**config.mk**
```make
export PLATFORM = sky130hd
export DESIGN_NAME = adc_result_and_control_regs
export DESIGN_NICKNAME = d
export VERILOG_FILES = /design/src/adc_regs_pkg.sv /design/src/adc_result_and_control_regs.sv /design/src/conv_clock_divider.sv
export SDC_FILE = /design/constraint.sdc
export NUM_CORES = 1
export LEC_CHECK = 0
export ABC_AREA = 1
export BUFFER_PORTS_ARGS = -buffer_cell sky130_fd_sc_hd__buf_4
export CAP_MARGIN = 20
export CORE_MARGIN = 2
export CORE_UTILIZATION = 57
export CTS_CLUSTER_SIZE = 30
export DETAILED_ROUTE_END_ITERATION = 10
export HOLD_SLACK_MARGIN = 0.05
export MAX_ROUTING_LAYER = met4
export PLACE_DENSITY = 0.95
export SYNTH_ARGS = -nofsm -noshare
export SYNTH_HDL_FRONTEND = slang
export SYNTH_HIERARCHICAL = 1
export SYNTH_SLANG_ARGS = --single-unit
```
**constraint.sdc**
```tcl
create_clock -name clk -period 3.45 [get_ports clk]
set_input_delay 0.5175 -clock clk [delete_from_list [all_inputs] [get_ports clk]]
set_output_delay 0.5175 -clock clk [all_outputs]
set_load 0.005 [all_outputs]
```
**src/adc_regs_pkg.sv**
```systemverilog
package adc_regs_pkg;

   // Register indices on the register port
   localparam logic [2:0] ADDR_RESULT_LOW  = 3'h0;
   localparam logic [2:0] ADDR_RESULT_HIGH = 3'h1;
   localparam logic [2:0] ADDR_LIMIT_FLAGS = 3'h2;
   localparam logic [2:0] ADDR_CONTROL     = 3'h3;
   localparam logic [2:0] ADDR_GAIN_CHAN   = 3'h4;

   // Field positions
   localparam int CTRL_BINARY_BIT = 5;
   localparam int CTRL_RBM_HI     = 3;
   localparam int CTRL_RBM_LO     = 2;
   localparam int CTRL_CFD_HI     = 1;
   localparam int CTRL_CFD_LO     = 0;
   localparam int GC_BUSY_BIT     = 7;
   localparam int GC_GAIN_HI      = 6;
   localparam int GC_GAIN_LO      = 4;
   localparam int GC_CHAN_HI      = 3;
   localparam int GC_CHAN_LO      = 0;
   localparam int CHAN_SINGLE_BIT = 3;
   localparam int CHAN_SWAP_BIT   = 2;
   localparam int RESULT_MSB      = 13;

   // Reset values
   localparam logic [7:0]  BYTE_RESET   = 8'h00;
   localparam logic [13:0] RESULT_RESET = 14'h0000;
   localparam logic [5:0]  LIMIT_RESET  = 6'h00;

   // Read-back modes
   localparam logic [1:0] RBM_EXPLICIT  = 2'h0;
   localparam logic [1:0] RBM_HIGH_1ST  = 2'h1;
   localparam logic [1:0] RBM_LOW_1ST   = 2'h2;
   localparam logic [1:0] RBM_HIGH_ONLY = 2'h3;

   // Divided clock falling edges from start request to conversion start
   localparam logic [1:0] START_FALLS = 2'h2;

   // Automatic read-back word handed to the serial side
   typedef struct packed {
      logic       valid;       // One-cycle pulse
      logic       twoBytes;    // Second byte follows
      logic [7:0] firstByte;   // Byte shifted out first
      logic [7:0] secondByte;  // Byte shifted out second
   } readback_t;

   // Conversion setup presented to the analog side
   typedef struct packed {
      logic [2:0] gainCode;    // Amplifier gain code
      logic [4:0] gainFactor;  // Decoded gain in V/V
      logic [7:0] plusSel;     // One-hot plus input select
      logic [7:0] minusSel;    // One-hot minus select, zero is ground
   } conv_setup_t;

endpackage : adc_regs_pkg

```
**src/adc_result_and_control_regs.sv**
```systemverilog
// Function
// Low byte upper six: result bits five-zero
// Low byte bit one reads zero
// Low byte bit zero flags over-range
// High byte holds result bits thirteen-six
// Limit register read-only, six comparator flags
// Flag set when its limit exceeded
// Limit register top two bits zero
// Host writes zero to reserved bits
// Format bit: two's complement or binary
// Read-back field picks byte order
// Non-zero mode shifts result automatically
// Mode zero default, explicit read needed
// Divider field divides by 1/2/4/8
// Divided clock drives converter and amplifier
// Host keeps divided clock within limit
// Start bit starts; reads busy status
// Gain codes map to 1..20
// Channel field selects inputs and configuration
// Direct start updates gain/channel register
// Top bit single-ended; bit two swaps
// Start on second divided falling edge
// Reset clears every register bit
// Over-range set when any limit flag
`timescale 1ns/1ns
`default_nettype none

module adc_result_and_control_regs
   import adc_regs_pkg::*;
(
   input  wire logic        clk,
   input  wire logic        arst_n,
   input  wire logic        regWrite,
   input  wire logic        regRead,
   input  wire logic [2:0]  regAddr,
   input  wire logic [7:0]  regWData,
   input  wire logic        directStart,
   input  wire logic [7:0]  directByte,
   input  wire logic        conversionClockIn,
   input  wire logic        convDone,
   input  wire logic [13:0] convResult,
   input  wire logic [5:0]  limitFlags,
   output logic [7:0]       regRData,
   output logic             dividedConversionClock,
   output logic             convStart,
   output conv_setup_t      convSetup,
   output readback_t        autoReadback
);

   // Stored control state
   logic        straightBinarySelect_q; // Output format select
   logic [1:0]  readbackMode_q;         // Automatic read-back mode
   logic [1:0]  clockDivideSelect_q;    // Conversion clock divider
   logic [2:0]  amplifierGainCode_q;    // Gain code
   logic [3:0]  channelSelect_q;        // Channel select
   logic        convertBusy_q;          // Conversion requested or running
   logic [1:0]  pendFalls_q;            // Falls left before start
   logic [13:0] resultBits_q;           // Formatted result
   logic [5:0]  limitFlags_q;           // Captured comparator flags
   logic        rangeFaultFlag_q;       // Over-range flag
   logic        fallPulse;              // Divided clock falling edge
   logic        startReq;               // Start request this cycle
   logic [13:0] formattedResult;        // Result after format select
   logic [7:0]  resultLowByte;          // Assembled low byte
   logic [7:0]  resultHighByte;         // Assembled high byte
   logic [7:0]  readMux;                // Read data before register

   // Gain code to V/V
   function automatic logic [4:0] gain_factor(input logic [2:0] code);
      case (code)
         3'h0:    gain_factor = 5'h01;
         3'h1:    gain_factor = 5'h02;
         3'h2:    gain_factor = 5'h04;
         3'h3:    gain_factor = 5'h05;
         3'h4:    gain_factor = 5'h08;
         3'h5:    gain_factor = 5'h0a;
         3'h6:    gain_factor = 5'h10;
         3'h7:    gain_factor = 5'h14;
         default: gain_factor = 5'h01;
      endcase
   endfunction : gain_factor

   // Three-bit index to one-hot input line
   function automatic logic [7:0] one_hot(input logic [2:0] idx);
      one_hot = 8'h01 << idx;
   endfunction : one_hot

   // Conversion clock divider, its output paces the analog side
   conv_clock_divider u_divider (
      .clk          (clk),
      .arst_n       (arst_n),
      .clockIn      (conversionClockIn),
      .divideSel    (clockDivideSelect_q),
      .dividedClock (dividedConversionClock),
      .fallPulse    (fallPulse)
   );

   // A start comes from the busy bit of a write or the direct byte
   assign startReq = ((regWrite && regAddr == ADDR_GAIN_CHAN && regWData[GC_BUSY_BIT])
                      || (directStart && directByte[GC_BUSY_BIT])) && !convertBusy_q;

   // Converter control register; reserved bits are not stored
   always_ff @(posedge clk or negedge arst_n) begin
      if (!arst_n) begin
         straightBinarySelect_q <= 1'b0;
         readbackMode_q         <= RBM_EXPLICIT;
         clockDivideSelect_q    <= 2'h0;
      end else if (regWrite && regAddr == ADDR_CONTROL) begin
         straightBinarySelect_q <= regWData[CTRL_BINARY_BIT];
         readbackMode_q         <= regWData[CTRL_RBM_HI:CTRL_RBM_LO];
         clockDivideSelect_q    <= regWData[CTRL_CFD_HI:CTRL_CFD_LO];
      end
   end

   // Gain/channel register, loaded by writes and by direct starts
   always_ff @(posedge clk or negedge arst_n) begin
      if (!arst_n) begin
         amplifierGainCode_q <= 3'h0;
         channelSelect_q     <= 4'h0;
      end else if (directStart) begin
         amplifierGainCode_q <= directByte[GC_GAIN_HI:GC_GAIN_LO];
         channelSelect_q     <= directByte[GC_CHAN_HI:GC_CHAN_LO];
      end else if (regWrite && regAddr == ADDR_GAIN_CHAN) begin
         amplifierGainCode_q <= regWData[GC_GAIN_HI:GC_GAIN_LO];
         channelSelect_q     <= regWData[GC_CHAN_HI:GC_CHAN_LO];
      end
   end

   // Start sequencing: count divided falls, then run until done
   always_ff @(posedge clk or negedge arst_n) begin
      if (!arst_n) begin
         convertBusy_q <= 1'b0;
         pendFalls_q   <= 2'h0;
         convStart     <= 1'b0;
      end else begin
         convStart <= 1'b0;
         if (startReq) begin
            convertBusy_q <= 1'b1;
            pendFalls_q   <= START_FALLS;
         end else if (pendFalls_q != 2'h0) begin
            if (fallPulse) begin
               pendFalls_q <= pendFalls_q - 2'h1;
               convStart   <= (pendFalls_q == 2'h1);
            end
         end else if (convDone && convertBusy_q) begin
            convertBusy_q <= 1'b0;
         end
      end
   end

   // Format select flips the sign bit for straight binary
   assign formattedResult = {convResult[RESULT_MSB] ^ straightBinarySelect_q,
                             convResult[RESULT_MSB-1:0]};

   // Capture result and comparator flags at the end of a conversion
   always_ff @(posedge clk or negedge arst_n) begin
      if (!arst_n) begin
         resultBits_q     <= RESULT_RESET;
         limitFlags_q     <= LIMIT_RESET;
         rangeFaultFlag_q <= 1'b0;
      end else if (convDone && convertBusy_q && pendFalls_q == 2'h0) begin
         resultBits_q     <= formattedResult;
         limitFlags_q     <= limitFlags;
         rangeFaultFlag_q <= |limitFlags;
      end
   end

   // Byte layouts of the two result registers
   assign resultLowByte  = {resultBits_q[5:0], 1'b0, rangeFaultFlag_q};
   assign resultHighByte = resultBits_q[RESULT_MSB:6];

   // Read decode; unmapped addresses read zero
   always_comb begin
      case (regAddr)
         ADDR_RESULT_LOW:  readMux = resultLowByte;
         ADDR_RESULT_HIGH: readMux = resultHighByte;
         ADDR_LIMIT_FLAGS: readMux = {2'h0, limitFlags_q};
         ADDR_CONTROL:     readMux = {2'h0, straightBinarySelect_q, 1'b0,
                                      readbackMode_q, clockDivideSelect_q};
         ADDR_GAIN_CHAN:   readMux = {convertBusy_q, amplifierGainCode_q,
                                      channelSelect_q};
         default:          readMux = BYTE_RESET;
      endcase
   end

   // Registered read data, held between reads
   always_ff @(posedge clk or negedge arst_n) begin
      if (!arst_n) begin
         regRData <= BYTE_RESET;
      end else if (regRead) begin
         regRData <= readMux;
      end
   end

   // Amplifier and multiplexer setup
   always_ff @(posedge clk or negedge arst_n) begin
      if (!arst_n) begin
         convSetup <= '0;
      end else begin
         convSetup.gainCode   <= amplifierGainCode_q;
         convSetup.gainFactor <= gain_factor(amplifierGainCode_q);
         if (channelSelect_q[CHAN_SINGLE_BIT]) begin
            convSetup.plusSel  <= one_hot(channelSelect_q[2:0]);
            convSetup.minusSel <= 8'h00;
         end else if (channelSelect_q[CHAN_SWAP_BIT]) begin
            convSetup.plusSel  <= one_hot({channelSelect_q[1:0], 1'b1});
            convSetup.minusSel <= one_hot({channelSelect_q[1:0], 1'b0});
         end else begin
            convSetup.plusSel  <= one_hot({channelSelect_q[1:0], 1'b0});
            convSetup.minusSel <= one_hot({channelSelect_q[1:0], 1'b1});
         end
      end
   end

   // Automatic read-back word, built from the incoming result and flags in the capture cycle
   always_ff @(posedge clk or negedge arst_n) begin
      if (!arst_n) begin
         autoReadback <= '0;
      end else begin
         autoReadback.valid <= convDone && convertBusy_q && pendFalls_q == 2'h0
                               && readbackMode_q != RBM_EXPLICIT;
         autoReadback.twoBytes <= (readbackMode_q != RBM_HIGH_ONLY);
         case (readbackMode_q)
            RBM_LOW_1ST: begin
               autoReadback.firstByte  <= {formattedResult[5:0], 1'b0, |limitFlags};
               autoReadback.secondByte <= formattedResult[RESULT_MSB:6];
            end
            default: begin
               autoReadback.firstByte  <= formattedResult[RESULT_MSB:6];
               autoReadback.secondByte <= {formattedResult[5:0], 1'b0, |limitFlags};
            end
         endcase
      end
   end

   // Checks
   property p_start_second_fall;
      @(posedge clk) disable iff (!arst_n)
         convStart |-> $past(fallPulse) && $past(pendFalls_q) == 2'h1;
   endproperty
   a_start_second_fall: assert property (p_start_second_fall)
      else $error("conversion start not on second divided fall");

   property p_request_arms;
      @(posedge clk) disable iff (!arst_n)
         startReq |=> convertBusy_q && pendFalls_q == 2'h2 && !convStart;
   endproperty
   a_request_arms: assert property (p_request_arms)
      else $error("start request did not set busy and arm two falls");

   property p_busy_reads;
      @(posedge clk) disable iff (!arst_n)
         regRead && regAddr == ADDR_GAIN_CHAN |=> regRData[7] == $past(convertBusy_q);
   endproperty
   a_busy_reads: assert property (p_busy_reads)
      else $error("busy bit read back wrong");

   property p_low_byte;
      @(posedge clk) disable iff (!arst_n)
         regRead && regAddr == ADDR_RESULT_LOW |=>
            regRData == {$past(resultBits_q[5:0]), 1'b0, $past(rangeFaultFlag_q)};
   endproperty
   a_low_byte: assert property (p_low_byte)
      else $error("low result byte layout wrong");

   property p_high_byte;
      @(posedge clk) disable iff (!arst_n)
         regRead && regAddr == ADDR_RESULT_HIGH |=> regRData == $past(resultBits_q[13:6]);
   endproperty
   a_high_byte: assert property (p_high_byte)
      else $error("high result byte layout wrong");

   property p_limit_top_zero;
      @(posedge clk) disable iff (!arst_n)
         $past(regRead) && $past(regAddr) == ADDR_LIMIT_FLAGS |-> regRData[7:6] == 2'h0;
   endproperty
   a_limit_top_zero: assert property (p_limit_top_zero)
      else $error("limit register top bits not zero");

   property p_range_fault;
      @(posedge clk) disable iff (!arst_n)
         convDone && convertBusy_q && pendFalls_q == 2'h0 |=>
            rangeFaultFlag_q == ($past(limitFlags) != 6'h00);
   endproperty
   a_range_fault: assert property (p_range_fault)
      else $error("over-range flag disagrees with limit flags");

   property p_format;
      @(posedge clk) disable iff (!arst_n)
         convDone && convertBusy_q && pendFalls_q == 2'h0 |=>
            resultBits_q[13] == ($past(convResult[13]) ^ $past(straightBinarySelect_q));
   endproperty
   a_format: assert property (p_format)
      else $error("result format select not applied");

   property p_auto_mode;
      @(posedge clk) disable iff (!arst_n)
         autoReadback.valid |-> $past(readbackMode_q) != RBM_EXPLICIT;
   endproperty
   a_auto_mode: assert property (p_auto_mode)
      else $error("automatic read-back in explicit mode");

   property p_direct_load;
      @(posedge clk) disable iff (!arst_n)
         directStart |=> channelSelect_q == $past(directByte[3:0])
                         && amplifierGainCode_q == $past(directByte[6:4]);
   endproperty
   a_direct_load: assert property (p_direct_load)
      else $error("direct start did not load gain/channel");

   property p_low_bit_zero;
      @(posedge clk) disable iff (!arst_n)
         regRead && regAddr == ADDR_RESULT_LOW |=> regRData[1] == 1'b0;
   endproperty
   a_low_bit_zero: assert property (p_low_bit_zero)
      else $error("unused low byte bit not zero");

   property p_limit_capture;
      @(posedge clk) disable iff (!arst_n)
         convDone && convertBusy_q && pendFalls_q == 2'h0 |=>
            limitFlags_q == $past(limitFlags);
   endproperty
   a_limit_capture: assert property (p_limit_capture)
      else $error("limit flags not captured at conversion end");

   property p_busy_clears;
      @(posedge clk) disable iff (!arst_n)
         convDone && convertBusy_q && pendFalls_q == 2'h0 |=> !convertBusy_q;
   endproperty
   a_busy_clears: assert property (p_busy_clears)
      else $error("busy not cleared at conversion end");

   property p_explicit_quiet;
      @(posedge clk) disable iff (!arst_n)
         readbackMode_q == RBM_EXPLICIT |=> !autoReadback.valid;
   endproperty
   a_explicit_quiet: assert property (p_explicit_quiet)
      else $error("automatic read-back fired in explicit mode");

   property p_single_ended;
      @(posedge clk) disable iff (!arst_n)
         channelSelect_q[CHAN_SINGLE_BIT] |=> convSetup.minusSel == 8'h00;
   endproperty
   a_single_ended: assert property (p_single_ended)
      else $error("single-ended minus input not grounded");

endmodule : adc_result_and_control_regs
`default_nettype wire

```
**src/conv_clock_divider.sv**
```systemverilog
`timescale 1ns/1ns
`default_nettype none

module conv_clock_divider
   import adc_regs_pkg::*;
(
   input  wire logic       clk,
   input  wire logic       arst_n,
   input  wire logic       clockIn,
   input  wire logic [1:0] divideSel,
   output logic            dividedClock,
   output logic            fallPulse
);

   logic       inPrev_q;   // Previous sample of the input clock
   logic [2:0] cnt_q;      // Counts input rising edges
   logic       dividedD;   // Next divided level

   // Edge history and ripple count of the input clock
   always_ff @(posedge clk or negedge arst_n) begin
      if (!arst_n) begin
         inPrev_q <= 1'b0;
         cnt_q    <= 3'h0;
      end else begin
         inPrev_q <= clockIn;
         if (clockIn && !inPrev_q) begin
            cnt_q <= cnt_q + 3'h1;
         end
      end
   end

   // Divide by 1, 2, 4 or 8
   always_comb begin
      case (divideSel)
         2'h0:    dividedD = clockIn;
         2'h1:    dividedD = cnt_q[0];
         2'h2:    dividedD = cnt_q[1];
         2'h3:    dividedD = cnt_q[2];
         default: dividedD = 1'b0;
      endcase
   end

   // Registered divided clock and its falling-edge pulse
   always_ff @(posedge clk or negedge arst_n) begin
      if (!arst_n) begin
         dividedClock <= 1'b0;
         fallPulse    <= 1'b0;
      end else begin
         dividedClock <= dividedD;
         fallPulse    <= dividedClock & ~dividedD;
      end
   end

endmodule : conv_clock_divider
`default_nettype wire
```
* Word level (Yosys, flattened, before mapping) *
Memory sizes are Yosys's and may differ from the RTL's. A register that Yosys moved wholly into a read port is not among the register bits.
Index checks and enable logic that the tools add are counted.

operators by class
  reduce and logical (&&, ||, !) cells = 25
  order comparisons = 0
  divide/modulo/power cells = 0
  multiplexer cells = 18
  bitwise operators = 3
  shifts and indexed selects = 3
  $mul = 0
  $add $sub $neg = 2
  eq/ne operators = 11

operator list
  operator                                           number
  2-to-1 mux 16 bit                                  3
  one-hot mux 8 bit (5 select lines)                 1
  left shift 1 x 3 -> 8 bit (first input constant)   3
  nonzero test 2 bit                                 6
  logical AND 1 bit                                  9
  2-to-1 mux 4 bit                                   2
  == test 2 bit (second input constant)              3
  == test 3 x 2 -> 1 bit (second input constant)     2
  2-to-1 mux 1 bit                                   6
  2-to-1 mux 2 bit                                   3
  2-to-1 mux 3 bit                                   2
  OR reduction 6 bit                                 1
  == test 2 x 1 -> 1 bit (second input constant)     2
  zero test 2 bit                                    2
  inequality test 2 bit (second input constant)      2
  one-hot mux 1 bit (4 select lines)                 1
  AND reduction 2 bit                                2
  adder 3 x 1 -> 3 bit (second input constant)       1
  == test 3 x 1 -> 1 bit (second input constant)     1
  == test 3 bit (second input constant)              1
  zero test 1 bit                                    3
  zero test 3 bit                                    1
  subtractor 2 x 1 -> 2 bit (second input constant)  1
  AND 1 bit                                          1
  other kinds (3)                                    3

word-level totals
  word-level logic and storage cells = 86
  output and inout port bits = 52
  input port bits = 46
  bits in latches = 0
  memories = 1
  memory bits (writable) = 0
  register bits = 88
  bits in read-only memories = 40

memory list
  memory            depth  width  read ports  clocked after Yosys merged registers in  write ports  RTL line                           RTL
  (name not given)  8      5      1           1                                        0            adc_result_and_control_regs.sv:70  case (code)

* Depth between registers and ports, before layout *
  depth in word-level cells = 7
  depth in mapped cells = 8
  depth with buffers taken out = 8

* By module *
Netlist, hierarchy kept.

by module, submodules not included
  module                       cells each  instances  sequential area each (µm²)  area each (µm²)
  adc_result_and_control_regs  399         1          2177.1                      3738.6
  conv_clock_divider           28          1          150.1                       265.3

* Worst setup path before layout *
OpenSTA, ideal clock, no wires.

  path kind = flip-flop to flip-flop
  start point = register pendFalls_q[0]
  end point = register pendFalls_q[1]
  stages on the path, launching flop included = 8
  required time = 3.330 ns
  path buffers = 0
  library setup time = 0.120 ns
  clock period less this slack = 1.268 ns
  arrival time = 1.147 ns
  slack = 2.182 ns
  cell sequence = dfrtp_1 -> inv_1 -> ha_1 -> or2_2 -> inv_1 -> nand2_1 -> o21ai_0 -> nand2_1

on the way
  cells in the longest elaborated chain, start to end = 4
  elaborated cells between the ends (all ways) = 7
  those cells by class = add/sub (1); mux (3); reduce/logical (3)

RTL lines
  element                    RTL line                            RTL
  start, declared            adc_result_and_control_regs.sv:57   logic [1:0] pendFalls_q;
  start signal, assigned     adc_result_and_control_regs.sv:142  pendFalls_q <= pendFalls_q - 2'h1;
  subtractor 2 x 1 -> 2 bit  adc_result_and_control_regs.sv:142
  2-to-1 mux 2 bit           adc_result_and_control_regs.sv:141  if (fallPulse) begin
  2-to-1 mux 2 bit           adc_result_and_control_regs.sv:140  end else if (pendFalls_q != 2'h0) begin
  2-to-1 mux 2 bit           adc_result_and_control_regs.sv:137  if (startReq) begin

Parallel ways exist; a longest one is shown, timed or not. The select of a mux whose other input is x is not followed.
A chain may end at the register's enable or synchronous reset.

* Worst setup path in the final report *
  start point = register pendFalls_q[1]
  end point = register resultBits_q[13]

on the way
  cells in the longest elaborated chain, start to end = 2

RTL lines
  element               RTL line                            RTL
  zero test 2 bit       adc_result_and_control_regs.sv:161  end else if (convDone && convertBusy_q && pendFalls_q == 2'h0) begin
  logical AND 1 bit     adc_result_and_control_regs.sv:161
  end signal, assigned  adc_result_and_control_regs.sv:162  resultBits_q <= formattedResult;
  end, declared         adc_result_and_control_regs.sv:58   logic [13:0] resultBits_q;

Every way passes these cells.

==> impl_metrics.yaml <==
clocking:
  ctsResizeCount: 0
  ctsHoldBuffers: 0
  clock_path_buffers: 2
  clk_pin_slew_ns: 0.09
  clock-sinks: 93
  cts-htree-levels: 3
  numCtsBuffers: 9
  clock-root-buffer: "clkbuf_8"
  postCtsSetupRepairBufs: 0
  cts_tree: "done"
  clock_latency_ns: 0.35
layout:
  drive_gt1_frac: 0.268
  final_cells: 618
  nNetsFinal: 570
  antenna_cells: 0
  area_growth_pct: 22.8
  n_fill_cell: 496
grt:
  grt_pass1_vias: 3114
  grt_usage: 0.257
  grt_pass1_wl_um: 14400
  grt_max_degree: 94
  grt_overflow: 0
  antenna_found_initial: 0
worst_setup_path:
  end_kind: "register"
  worstSetupStartpointType: "register"
  cp_cell_sequence: "inv_1 > ha_1 > nand3_2 > inv_1 > nand2_1 > nand2_1"
  worst-path-buf-inv: 2
  critPathArrivalTime_ns: 2.13
  crit_family: "simple AND/OR/NAND/NOR gates"
  path_max_fanout: 37
  cp_slowest_stage_delay_ns: 0.50
  crit_slowest_cell: "nand3_2"
  worstPathRequired_ns: 3.74
  crit_type: "register to register"
route:
  viasPerCell: 5.08
  drt_iter0_drc: 195
  drc: 0
  route.vias.total: 3142
  wire_per_inst_um: 14.4
  wl_um: 8920
  drtPass1Iterations: 5
  ant_nets: 0
sta:
  finalMaxSlewViolations: 0
  rsz0062_at_grt: "no"
  setup_viol_count_final: 0
  final_hold_viol_count: 0
  tightest_slew_ns: 0.627
  period_needed_ns: 1.84
  fin_tns_setup_ns: 0
  fin_crit_sh: 0.535
  max_freq_ghz: 0.542
  relSlewSlack: 0.582
  finClkSkew_ns: 0.0109
power_and_ir_drop:
  p_total_uw: 2840
  pwr_density_cell_mw_per_mm2: 578
  power.share.sequential: 0.539
  p_int_uw: 1930
  leakagePower_uw: 0.00264
  p_clk_frac: 0.210
  p_comb_frac: 0.251
  ir_drop_mv: 0.365
  switching_share: 0.320
  p_switching_uw: 911
synth:
  synth_area_mm2: 0.00400
  synth.avg_cell_area_um2: 9.38
  synth_ff_type: "dfrtp_1"
  netlist-cell-type-count: 32
  ys_ff_latch: 93
  synth_top_area_frac: 0.581
  synth_edf_count: 0
  async_reset_ff_frac: 1.00
  synth_area_leaders: "dfrtp_1 58%, nand2_1 9.7%, inv_1 4.7%"
  synth_area_leader_cell: "dfrtp_1"
  syn_nets: 478
  ys_warn_count: 6
  yosysSeqAreaShare: 0.581
  syn_inst: 427
outcome:
  status: "completed"
floorplan:
  chipHeight_um: 87.8
  dieWidth_um: 87.8
  num_rows: 30
  initial_utilization: 0.589
  dieArea_mm2: 0.00771
  coreArea_mm2: 0.00679
  ios: 98
placed_design:
  hpwl_um: 6710
  port_buffers: 97
  place.gp.congestion: 0.925
  placed_cells: 603
flow_run:
  max_cap_violations: 0
hold_path:
  hold_path_class: "primary input to async pin"
[kinds of logic (layout without fill, tap and decap cells)]
group           count (synthesis)  after routing  share of synthesized area
compound gates                 64             64                     0.0853
xor+xnor                        4              4                    0.00875
fa+ha+maj                       5              5                     0.0156
buf+inv                        71            166                     0.0775
flops                          93             93                      0.581
simple gates                  190            190                      0.232
[Yosys cell counts (2+ instances only)]
| cell type | n |
|---|---|
| clkbuf_1 | 5 |
| nand4_1 | 8 |
| nor4_1 | 2 |
| nor3_2 | 2 |
| ha_1 | 5 |
| buf_2 | 6 |
| nand3_1 | 33 |
| nand2_1 | 104 |
| nand2_2 | 8 |
| nand2_4 | 2 |
| nor2_4 | 4 |
| xor2_1 | 4 |
| o21ai_1 | 17 |
| nor2_1 | 16 |
| inv_1 | 50 |
| buf_6 | 3 |
| a21oi_1 | 4 |
| dfrtp_1 | 93 |
| nand3_2 | 5 |
| nor3_1 | 2 |
| inv_2 | 2 |
| o21bai_1 | 7 |
| inv_4 | 2 |
| o21ai_0 | 35 |
[power by group through the flow]
stage               clock network (µW)  registers, µW  logic [µW]
floorplan                            0           1500         411
global placement                     0           1530         669
finish                             597           1530         715
CTS                                601           1530         719
detailed placement                   0           1550         714
global route                       647           1560         818
[cell type report]
class,count,area [µm²],share of cell area
Clock buffer,11,131,0.0267
Clock inverter,3,15.0,0.00305
Inverter,54,208,0.0422
Multi-Input combinational cell,263,1370,0.278
Sequential cell,93,2330,0.473
Tap cell,96,120,0.0244
Timing Repair Buffer,98,748,0.152
[flip-flops by register name (all words and copies together), names as in the netlist, 3 cells and up]
signal and count:
convSetup 24, u_divider/cnt_q 3, resultBits_q 14, amplifierGainCode_q 3, channelSelect_q 4, autoReadback 18
limitFlags_q 6, regRData 8
[cells in the final DEF, fill, tap and decap left out, types with 7 or more instances in the layout]
master    count
nand3_1      33
dfrtp_1      93
o21bai_1      7
inv_1        50
nand2_1     104
buf_4        97
clkbuf_8      9
o21ai_1      17
nand4_1       8
nand2_2       8
o21ai_0      35
nor2_1       16
[metrics by stage]
| stage | utilization | hold slack, ns | setup WS (ns) | instance area, µm² |
|---|---|---|---|---|
| floorplan | - | 0.222 | 2.18 | 4000 |
| global placement | 0.699 | 0.454 | 1.75 | 4750 |
| detailed placement | 0.699 | 0.466 | 1.65 | 4750 |
| CTS | 0.721 | 0.272 | 1.63 | 4900 |
| global route | 0.724 | 0.183 | 1.43 | 4920 |
| finish | 0.724 | 0.140 | 1.61 | 4920 |
[path summary, 6_finish.rpt]
path | from | endpoint | slack (ns) | cells after the start
worst max-delay path | pendFalls_q[1] | resultBits_q[13] | 1.61 | 6
worst min-delay path | arst_n | convSetup[23] | 0.14 | 1
worst max register to register | pendFalls_q[1] | resultBits_q[13] | 1.61 | 6
worst min register to register | readbackMode_q[1] | autoReadback[16] | 0.48 | 1
max in group asynchronous | arst_n | autoReadback[15] | 2.66 | 2
min in group clk | conversionClockIn | u_divider/inPrev_q | 0.28 | 1
[per-layer routing]
metal | wire [µm] | up-vias | global-route usage | share of wire
met5 | 0 | - | - | 0
li1 | - | 1542 | - | -
met1 | 3720 | 1478 | 0.309 | 0.42
met3 | 431 | 15 | 0.0434 | 0.048
met4 | 155 | 0 | 0.0937 | 0.017
met2 | 4610 | 107 | 0.436 | 0.52
No activity file was read; power rests on OpenSTA's default activity.
